## src/ccu_pkg.sv

```systemverilog
// Constants shared by the capture/compare unit
package ccu_pkg;

    // ----------------------------------------
    // Register offsets (word index on the port)
    // ----------------------------------------
    localparam logic [3:0] CCU_ADDR_CTRL = 4'h0;
    localparam logic [3:0] CCU_ADDR_VAL_LO = 4'h1;
    localparam logic [3:0] CCU_ADDR_VAL_HI = 4'h2;
    localparam logic [3:0] CCU_ADDR_TMR_LO = 4'h3;
    localparam logic [3:0] CCU_ADDR_TMR_HI = 4'h4;
    localparam logic [3:0] CCU_ADDR_TMR_CTRL = 4'h5;
    localparam logic [3:0] CCU_ADDR_STATUS = 4'h6;
    localparam logic [3:0] CCU_ADDR_MASK = 4'h7;
    localparam logic [3:0] CCU_ADDR_PIN = 4'h8;

    // ----------------------------------------
    // Field positions and reset values
    // ----------------------------------------
    localparam int CCU_ST_REQ = 0;
    localparam int CCU_ST_OVF = 1;
    localparam logic [3:0] CCU_MODE_RST = 4'h0;
    localparam logic [15:0] CCU_WORD_RST = 16'h0000;
    localparam logic [15:0] CCU_TMR_MAX = 16'hFFFF;
    localparam logic [1:0] CCU_FLAGS_RST = 2'h0;
    localparam logic [3:0] CCU_PRESC_RST = 4'h0;
    localparam logic [1:0] CCU_DIV4_LAST = 2'h3;
    localparam logic [3:0] CCU_DIV16_LAST = 4'hF;

    // ----------------------------------------
    // Mode field encodings
    // ----------------------------------------
    localparam logic [3:0] CCU_M_OFF = 4'h0;
    localparam logic [3:0] CCU_M_CAP_FALL = 4'h4;
    localparam logic [3:0] CCU_M_CAP_RISE = 4'h5;
    localparam logic [3:0] CCU_M_CAP_DIV4 = 4'h6;
    localparam logic [3:0] CCU_M_CAP_DIV16 = 4'h7;
    localparam logic [3:0] CCU_M_CMP_HIGH = 4'h8;
    localparam logic [3:0] CCU_M_CMP_LOW = 4'h9;
    localparam logic [3:0] CCU_M_CMP_KEEP = 4'hA;
    localparam logic [3:0] CCU_M_CMP_SPECIAL = 4'hB;

endpackage

```

## src/ccu_capture_compare.sv

```systemverilog
// Capture/compare unit with companion timer and register port
// ----------------------------------------
// ----------------------------------------
//
// Chosen here: the strobed register port and the register offsets.
`timescale 1ns/10ps

module ccu_capture_compare
    import ccu_pkg::*;
#(
    parameter bit SECOND_INSTANCE = 1'b0
) (
    // Clock and reset
    input wire logic clk_sys,
    input wire logic sys_rst,
    // Register port
    input wire logic [3:0] addr,
    input wire logic [7:0] wr_data,
    input wire logic wr_en,
    input wire logic rd_en,
    output logic [7:0] rd_data,
    // Event pin
    input wire logic unit_event_pin_in,
    output logic unit_event_pin_out,
    output logic unit_event_pin_oe,
    // System outputs
    output logic irq,
    output logic converter_start
);

    // ----------------------------------------
    // Parameter check
    // ----------------------------------------
    if (SECOND_INSTANCE !== 1'b0 && SECOND_INSTANCE !== 1'b1) begin : g_chk
        $error("SECOND_INSTANCE must be 0 or 1");
    end

    // ----------------------------------------
    // Mode decoding
    // ----------------------------------------
    function automatic logic is_capture(input logic [3:0] m);
        is_capture = (m >= CCU_M_CAP_FALL) && (m <= CCU_M_CAP_DIV16);
    endfunction

    function automatic logic is_compare(input logic [3:0] m);
        is_compare = (m >= CCU_M_CMP_HIGH) && (m <= CCU_M_CMP_SPECIAL);
    endfunction

    // ----------------------------------------
    // State
    // ----------------------------------------
    logic [2:0] sync;
    logic [2:0] next_sync;
    logic [3:0] unit_mode_field;
    logic [3:0] next_mode;
    logic [15:0] capture_compare_value;
    logic [15:0] next_value;
    logic [15:0] companion_timer_count;
    logic [15:0] next_timer;
    logic timer_run;
    logic next_timer_run;
    logic [1:0] status;
    logic [1:0] next_status;
    logic [1:0] mask;
    logic [1:0] next_mask;
    logic [3:0] presc;
    logic [3:0] next_presc;
    logic match_d;
    logic next_match_d;
    logic next_pin_out;
    logic next_pin_oe;
    logic next_irq;
    logic next_conv;
    logic [7:0] next_rd_data;
    logic rise;
    logic fall;
    logic capture_evt;
    logic match;
    logic cmp_hit;
    logic special;
    logic wrap;

    // ----------------------------------------
    // Core next-state logic
    // ----------------------------------------
    always_comb begin
        next_sync = {sync[1], sync[0], unit_event_pin_in};
        next_mode = unit_mode_field;
        next_value = capture_compare_value;
        next_timer = companion_timer_count;
        next_timer_run = timer_run;
        next_status = status;
        next_mask = mask;
        next_presc = presc;
        next_pin_out = unit_event_pin_out;
        capture_evt = 1'b0;
        cmp_hit = 1'b0;
        special = 1'b0;
        wrap = 1'b0;
        rise = sync[1] & ~sync[2];
        fall = ~sync[1] & sync[2];

        // Timer counts when running
        if (timer_run) begin
            next_timer = companion_timer_count + 16'h0001;
            wrap = (companion_timer_count == CCU_TMR_MAX);
        end

        // Software writes
        if (wr_en) begin
            unique case (addr)
                CCU_ADDR_CTRL: next_mode = wr_data[3:0];
                CCU_ADDR_VAL_LO: next_value[7:0] = wr_data;
                CCU_ADDR_VAL_HI: next_value[15:8] = wr_data;
                CCU_ADDR_TMR_LO: next_timer[7:0] = wr_data;
                CCU_ADDR_TMR_HI: next_timer[15:8] = wr_data;
                CCU_ADDR_TMR_CTRL: next_timer_run = wr_data[0];
                CCU_ADDR_STATUS: next_status = status & ~wr_data[1:0];
                CCU_ADDR_MASK: next_mask = wr_data[1:0];
                default: ;
            endcase
        end

        if (!is_capture(unit_mode_field)) begin
            next_presc = CCU_PRESC_RST;
        end else if (rise) begin
            next_presc = presc + 4'h1;
        end

        unique case (unit_mode_field)
            CCU_M_CAP_FALL: capture_evt = fall;
            CCU_M_CAP_RISE: capture_evt = rise;
            CCU_M_CAP_DIV4: capture_evt = rise && presc[1:0] == CCU_DIV4_LAST;
            CCU_M_CAP_DIV16: capture_evt = rise && presc == CCU_DIV16_LAST;
            default: capture_evt = 1'b0;
        endcase

        // whole count taken, old value lost
        if (capture_evt) begin
            next_value = companion_timer_count;
        end

        match = is_compare(unit_mode_field)
            && companion_timer_count == capture_compare_value;
        // act on first matching cycle only
        cmp_hit = match && !match_d;
        next_match_d = match;

        if (cmp_hit) begin
            unique case (unit_mode_field)
                CCU_M_CMP_HIGH: next_pin_out = 1'b1;
                CCU_M_CMP_LOW: next_pin_out = 1'b0;
                CCU_M_CMP_SPECIAL: special = 1'b1;
                default: ;
            endcase
        end
        if (!is_compare(unit_mode_field)) begin
            next_pin_out = 1'b0;
        end
        next_pin_oe = is_compare(unit_mode_field);

        // special trigger zeroes timer, no overflow
        if (special) begin
            next_timer = CCU_WORD_RST;
            wrap = 1'b0;
        end
        next_conv = special && SECOND_INSTANCE;

        if (capture_evt || cmp_hit) begin
            next_status[CCU_ST_REQ] = 1'b1;
        end
        if (wrap) begin
            next_status[CCU_ST_OVF] = 1'b1;
        end
        next_irq = |(next_status & next_mask);
    end

    always_ff @(posedge clk_sys) begin
        if (sys_rst) begin
            sync <= 3'h0;
            unit_mode_field <= CCU_MODE_RST;
            capture_compare_value <= CCU_WORD_RST;
            companion_timer_count <= CCU_WORD_RST;
            timer_run <= 1'b0;
            status <= CCU_FLAGS_RST;
            mask <= CCU_FLAGS_RST;
            presc <= CCU_PRESC_RST;
            match_d <= 1'b0;
            unit_event_pin_out <= 1'b0;
            unit_event_pin_oe <= 1'b0;
            irq <= 1'b0;
            converter_start <= 1'b0;
        end else begin
            sync <= next_sync;
            unit_mode_field <= next_mode;
            capture_compare_value <= next_value;
            companion_timer_count <= next_timer;
            timer_run <= next_timer_run;
            status <= next_status;
            mask <= next_mask;
            presc <= next_presc;
            match_d <= next_match_d;
            unit_event_pin_out <= next_pin_out;
            unit_event_pin_oe <= next_pin_oe;
            irq <= next_irq;
            converter_start <= next_conv;
        end
    end

    // ----------------------------------------
    // Register read port
    // ----------------------------------------
    always_comb begin
        next_rd_data = 8'h00;
        if (rd_en) begin
            unique case (addr)
                CCU_ADDR_CTRL: next_rd_data = {4'h0, unit_mode_field};
                CCU_ADDR_VAL_LO: next_rd_data = capture_compare_value[7:0];
                CCU_ADDR_VAL_HI: next_rd_data = capture_compare_value[15:8];
                CCU_ADDR_TMR_LO: next_rd_data = companion_timer_count[7:0];
                CCU_ADDR_TMR_HI: next_rd_data = companion_timer_count[15:8];
                CCU_ADDR_TMR_CTRL: next_rd_data = {7'h00, timer_run};
                CCU_ADDR_STATUS: next_rd_data = {6'h00, status};
                CCU_ADDR_MASK: next_rd_data = {6'h00, mask};
                CCU_ADDR_PIN:
                    next_rd_data = {6'h00, unit_event_pin_out, sync[1]};
                default: next_rd_data = 8'h00;
            endcase
        end
    end

    always_ff @(posedge clk_sys) begin
        if (sys_rst) begin
            rd_data <= 8'h00;
        end else begin
            rd_data <= next_rd_data;
        end
    end
endmodule

```

## config.mk

```make
export PLATFORM = sky130hd
export DESIGN_NAME = ccu_capture_compare
export DESIGN_NICKNAME = d
export VERILOG_FILES = /design/src/ccu_pkg.sv /design/src/ccu_capture_compare.sv
export SDC_FILE = /design/constraint.sdc
export NUM_CORES = 1
export LEC_CHECK = 0
export BUFFER_PORTS_ARGS = -buffer_cell sky130_fd_sc_hd__buf_2
export CORE_ASPECT_RATIO = 1.5
export CORE_MARGIN = 8
export CORE_UTILIZATION = 54
export CTS_BUF_LIST = sky130_fd_sc_hd__clkbuf_16
export DETAILED_ROUTE_END_ITERATION = 16
export PLACE_DENSITY = 0.76
export SETUP_SLACK_MARGIN = 0.5
export SYNTH_ARGS = -nofsm -noshare
export SYNTH_HDL_FRONTEND = slang
export SYNTH_SLANG_ARGS = --single-unit
```

## constraint.sdc

```tcl
create_clock -name clk_sys -period 1.8 [get_ports clk_sys]
set_input_delay 0.09 -clock clk_sys [delete_from_list [all_inputs] [get_ports clk_sys]]
set_output_delay 0.09 -clock clk_sys [all_outputs]
set_load 0.005 [all_outputs]
```

==> reports/qor.yml, run 1 <==
detail_route.first_pass.iterations: 6
place_inst: 481
grt_max_degree: 19
layoutNonFillerInstCount: 521
clk_latency_ns: 0.34
yosys.area.top_type_share_pct: 37.0
hold_class: "in2reg"
crit_chain: "xor2_1 > nor4_2 > buf_4 > nand3b_1 > buf_4 > nor3_4 > mux2_4"
ys.warnings.count: 0
cp_data_arrival_time_ns: 2.17
portBuffers: 27
violations: "negative setup slack"
cp-end-kind: "flip-flop"
cts-root-buf: "clkbuf_16"
r2r_slack_ns: -0.15
routed_wirelength_mm: 12.4
rr_worst_depth: 7
drv_cap: 0
startpoint_type: "flip-flop"
synth.ff_latch_count: 60
worst-setup-path-type: "reg2reg"
fin_tns_setup_ns: -1.54
diodes: 0
cts_tree: "done"
track_usage_pct: 25.8
synth_compound_area_share_pct: 17.7
hpwl_mm: 7.16
avgSynthCellArea_um2: 9.17
period_share_pct: 109
rows: 34
synth_cells: 354
vias: 3428
die_x_um: 79.3
grt-ovfl-total: 0
holdPathStages: 3
power.leakage_uw: 0.00204
path_clk_slew_ns: 0.05
pwr-share-seq_pct: 40.4
finish.instance_area_um2: 4780
combPwrFrac_pct: 10.5
antenna_left: 0
synth-edff-count: 0
fin_crit_ns: 1.95
ys.flop_type: "dfxtp_1"
p_sw_uw: 840
async_flop_share_pct: 0
p_int_uw: 2540
wl_per_cell_um: 23.7
synth-xor-area-share_pct: 9.64
cts.htree.levels: 3
multi_input_area_um2: 2260
synth_area_um2: 3250
drtIter0Drc: 515
cts_buffer_depth: 2
skew_ns: 0.00936
critPathMaxFanout: 2
io_pins: 29
die_area_um2: 8800
worstMarginPinSlew_ns: 0.622
antenna_found_initial: 0
slew_violations: 0
synth_area_leader_cell: "dfxtp_1"
ys_types: 50
synth_simple_gate_area_share_pct: 19.1
ys_top_cells_by_area: "dfxtp_1, mux2i_1, nor2_1"
fillers: 292
grt_pass1_wl_mm: 17.5
synth_commonest_cells: "dfxtp_1, nor2_1, mux2i_1"
path_depth: 7
grt_setup_unrepaired: "yes"
power_per_cell_area_nw_per_um2: 706
synth_most_common_cell: "dfxtp_1"
place_area_um2: 3810
synthAdderAreaFrac_pct: 0.771
grt_pass1_vias: 3278
drcViolationCount: 0
finalWeightedCongestion: 0.994
clkPwrFrac_pct: 49.1
syn_nets: 373
worstPathRequired_ns: 2.02
setup_viol: 19
hold_viol_final: 0
max_stage_delay_ns: 0.32
status: "finished, violations left"
swShare_pct: 24.9
path_buf_inv: 2
synthMuxAreaShare_pct: 10.5
ir_worst_vdd_uv: 563
fmax_mhz: 512
synth_top_family_by_area: "simple AND/OR/NAND/NOR gates"
cts_sinks: 60
cts_buffers: 9
setup_ws_ns: -0.154
yosysSeqAreaShare_pct: 37.0
seq_area_um2: 1240
cp_top_family: "simple AND/OR/NAND/NOR gates"
core-area_um2: 5830
initial_core_util_pct: 55.7
syn_to_final_growth_pct: 47.3
cp_common_cell: "buf_4"
cp_slowest_cell: "dfxtp_2"
drive_gt1_share_pct: 49.4
nets: 464
maxSlewHeadroom_pct: 58.3
via_per_inst: 6.58
fp.dieH_um: 111
[worst min-delay path: cells and delay by family]
kind	cells	cell delay, ns
compound gates	1	0.05
buf+inv	1	0.13
simple gates	1	0.09
[what timing repair did]
| item | in CTS | in global routing |
|---|---|---|
| setup buffers | 15 | 7 |
| pin swaps | 16 | 18 |
| endpoints found under the setup margin | 40 | 42 |
| cloned | 2 | 0 |
| hold buffers | 1 | 0 |
| hold endpoints to repair | 1 | 0 |
| resized for setup | 73 | 40 |
[kinds of logic after synthesis]
family | count (synthesis)
and+or+nand+nor | 127
AOI/OAI and AO/OA | 67
DFF | 60
xor gates and xnor gates | 34
muxes | 32
buffers and inverters | 31
adders and majority gates | 2
other | 1
[layout by cell type, fill, tap and decap left out, drive strengths merged, types with 2 or more instances in the layout]
master and count:
nor2 56, clkbuf 9, dfxtp 60, mux2 7, a41oi 2, xor2 20, nand3b 3, nor2b 9
a21oi 4, a211oi 31, a22o 5, and2 5, o21ai 3, o31ai 2, a222oi 5, nor4 6
buf 105, o32a 2, o211ai 2, xnor2 14, ha 2, nor3 6, and3 5, nand2 13
nand4 6, mux2i 24, a22oi 5, inv 5, nand3 14, clkinv 4, a31oi 2
[state kept, by name, summed over array words and instances (netlist names)]
signal and count:
capture_compare_value 16, companion_timer_count 16, irq 1, mask 2, match_d 1, presc 4
rd_data 8, status 2, sync 3, timer_run 1, unit_event_pin_oe 1, unit_event_pin_out 1
unit_mode_field 4
[per-stage QoR]
| stage | util (%) | power, uW | hold slack [ns] | worst slack, ns |
|---|---|---|---|---|
| global placement | 65.3 | 1650 | 0.299 | 0.0112 |
| finish | 82.1 | 3380 | 0.0714 | -0.154 |
| global route | 82.1 | 3450 | 0.0760 | -0.192 |
| CTS | 78.2 | 3300 | 0.0632 | -0.0245 |
| floorplan | - | 1550 | 0.218 | 0.0177 |
| detailed placement | 65.3 | 1650 | 0.310 | -0.0574 |
[final cells by class]
class,count,share of cell area (%)
multi-input combinational,263,47.2
timing repair buffer,106,18.8
clock buffer,9,4.71
sequential,60,25.9
clock inverter,6,1.18
inverter,5,0.392
tap,72,1.88
[metal layers]
metal	up-vias	share of wire, %	wire length [um]	GRT usage (%)
met3	82	9.5	1180	6.01
li1	1458	-	-	-
met5	-	0	0	0
met4	0	8.2	1010	17.9
met1	1625	34	4250	27.7
met2	263	48	5930	42.8
[power groups by stage]
stage | clock, uW | sequential [uW] | combinational (uW)
2_1_floorplan | 0 | 1390 | 163
3_3_place_gp | 0 | 1390 | 260
3_5_place_dp | 0 | 1390 | 263
4_1_cts | 1660 | 1360 | 285
5_1_grt | 1720 | 1360 | 365
6_report | 1660 | 1360 | 354
[worst paths after layout]
path	startpoint	end
worst max-delay path	capture_compare_value[7]	unit_event_pin_out
worst min-delay path	wr_data[7]	companion_timer_count[7]
worst max register to register	capture_compare_value[7]	unit_event_pin_out
worst min register to register	sync[0]	sync[1]
(Power assumes the default switching activity.)
==> run 2: changes to the inputs <==
CELL_PAD_IN_SITES_DETAIL_PLACEMENT = 1   (was unset)
CELL_PAD_IN_SITES_GLOBAL_PLACEMENT = 1   (was unset)
CORE_UTILIZATION = 41   (was 54)
PLACE_DENSITY = unset   (was 0.76)
PLACE_DENSITY_LB_ADDON = 0.1   (was unset)
==> run 2 against run 1 <==
Net effect:
- the run still ends with negative setup slack left
- power increased by 4.7%
- critical path depth unchanged
- fmax is 6.3% lower
- combinational power barely moved
- critical path type unchanged
- critical endpoint is now companion_timer_count[1]
==> reports/qor.yml, run 2 (synthesis results as in run 1) <==
io_pins: 29  # unchanged
slew_violations: 0  # unchanged
clkPwrFrac_pct: 51.7  # was 49.1%
grt-ovfl-total: 0  # unchanged
syn_to_final_growth_pct: 51.2  # was 47.3%
fp.dieH_um: 125  # was 111 um
setup_viol: 19  # unchanged
wl_per_cell_um: 24.0  # was 23.7 um
track_usage_pct: 23.0  # was 25.8%
cts_buffers: 9  # unchanged
drv_cap: 0  # unchanged
swShare_pct: 24.3  # was 24.9%
power_uw: 3530  # was 3380 uW
fin_crit_ns: 2.09  # was 1.95 ns
portBuffers: 27  # unchanged
antenna_left: 0  # unchanged
power.leakage_uw: 0.00211  # was 0.00204 uW
final_common_cell: "buf_4"  # unchanged
startpoint_type: "flip-flop"  # unchanged
place_inst: 524  # was 481
diodes: 0  # unchanged
cp_data_arrival_time_ns: 2.26  # was 2.17 ns
ir_worst_vdd_uv: 443  # was 563 uV
layoutNonFillerInstCount: 561  # was 521
cts_buffer_depth: 2  # unchanged
rows: 40  # was 34
hpwl_mm: 8.42  # was 7.16 mm
worstMarginPinSlew_ns: 0.728  # was 0.622 ns
worst-setup-path-type: "reg2reg"  # unchanged
hold_viol_final: 0  # unchanged
pwr-share-seq_pct: 38.4  # was 40.4%
fmax_mhz: 480  # was 512 MHz
core-area_um2: 7860  # was 5830 um2
combPwrFrac_pct: 9.9  # was 10.5%
dp_slack_ns: -0.181  # was -0.0574 ns
initial_core_util_pct: 41.3  # was 55.7%
cp-end-kind: "flip-flop"  # unchanged
power_per_cell_area_nw_per_um2: 720  # was 706 nW/um2
reg_top3: "capture_compare_value: 16 flops, companion_timer_count: 16 flops, rd_data: 8 flops"  # unchanged
detail_route.first_pass.iterations: 5  # was 6
die_area_um2: 11100  # was 8800 um2
worstPathRequired_ns: 1.98  # was 2.02 ns
via_per_inst: 5.83  # was 6.58
hold_class: "in2reg"  # unchanged
status: "finished, violations left"  # unchanged
die_x_um: 88.6  # was 79.3 um
post-route-util_pct: 62.5  # was 82.1%
p_int_uw: 2670  # was 2540 uW
drive_gt1_share_pct: 48.9  # was 49.4%
grt_pass1_vias: 3461  # was 3278
antenna_found_initial: 0  # unchanged
final_cell_mix: "buf_4, dfxtp_1, nor2_1, a211oi_2, buf_2"  # was buf_4, nor2_1, dfxtp_1, buf_2, a211oi_2
period_share_pct: 116  # was 109%
cts.htree.levels: 3  # unchanged
critPathMaxFanout: 8  # was 2
skew_ns: 0.00419  # was 0.00936 ns
maxSlewHeadroom_pct: 51.3  # was 58.3%
grt_setup_unrepaired: "yes"  # unchanged
cts_sinks: 60  # unchanged
path_clk_slew_ns: 0.05  # about the same
cts_tree: "done"  # unchanged
vias: 3268  # was 3428
clk_latency_ns: 0.34  # about the same
drtIter0Drc: 238  # was 515
grt_pass1_wl_mm: 19.0  # was 17.5 mm
grt_max_degree: 18  # was 19
p_sw_uw: 859  # was 840 uW
cts-root-buf: "clkbuf_16"  # unchanged
fin_tns_setup_ns: -4.46  # was -1.54 ns
nets: 471  # was 464
routed_wirelength_mm: 13.5  # was 12.4 mm
setup_ws_ns: -0.285  # was -0.154 ns
violations: "negative setup slack"  # unchanged
drcViolationCount: 0  # unchanged
finalWeightedCongestion: 0.915  # was 0.994
-- run 2: cell types whose count changed in the layout (fill, tap and decap cells not counted), sizes merged --
cell,change
buf,+5
bufinv,+1
clkinvlp,-1
clkbuf,+2
-- run 2: repair_timing --
item / in CTS / in global routing
buffers inserted: 10 / 9
pin swaps: 8 / 27
resized for setup: 37 / 71
gates cloned: 0 / 2
setup endpoints to repair: 41 / 41
hold buffers: 1 / 0
hold endpoints to repair: 1 / 0
-- run 2: power groups by stage --
stage               clock network [uW]  registers, uW  logic [uW]
global placement                     0           1390         279
floorplan                            0           1390         163
global route                      1910           1360         367
CTS                               1850           1360         302
finish                            1830           1360         351
detailed placement                   0           1390         284
-- run 2: critical path, cell delays in order (launching register included) --
cell and delay [ns]:
dfxtp_1 0.34, xor2_1 0.17, nor4_1 0.36, buf_4 0.19, nand3b_1 0.19, o31ai_4 0.42
buf_12 0.20, a211oi_2 0.05
-- run 2: final timing paths --
check,start,to,slack [ns],cells past startpoint
max,capture_compare_value[9],companion_timer_count[1],-0.29,7
max reg2reg,capture_compare_value[9],companion_timer_count[1],-0.29,7
min reg2reg,sync[0],sync[1],0.47,1
min,wr_data[7],companion_timer_count[7],0.07,3
-- run 2: layer usage --
metal | GRT usage (%) | wire [um]
met3 | 4.66 | 608
met5 | 0 | 0
met2 | 40.4 | 7080
met4 | 12.2 | 773
met1 | 24.4 | 4990
-- run 2: through the flow --
stage | cell area [um2] | hold slack [ns]
floorplan | 3330 | 0.218
global placement | 3920 | 0.296
detailed placement | 3920 | 0.306
CTS | 4490 | 0.0671
global route | 4910 | 0.0818
finish | 4910 | 0.0719
-- run 2: cell type report --
cell class                      count  area [um2]
Clock buffer                        9         225
Multi-Input combinational cell    263        2280
Timing Repair Buffer              113         937
Fill cell                         871        2950
Clock inverter                      6        80.1
Inverter                            5        18.8
Sequential cell                    60        1240
Tap cell                          105         131
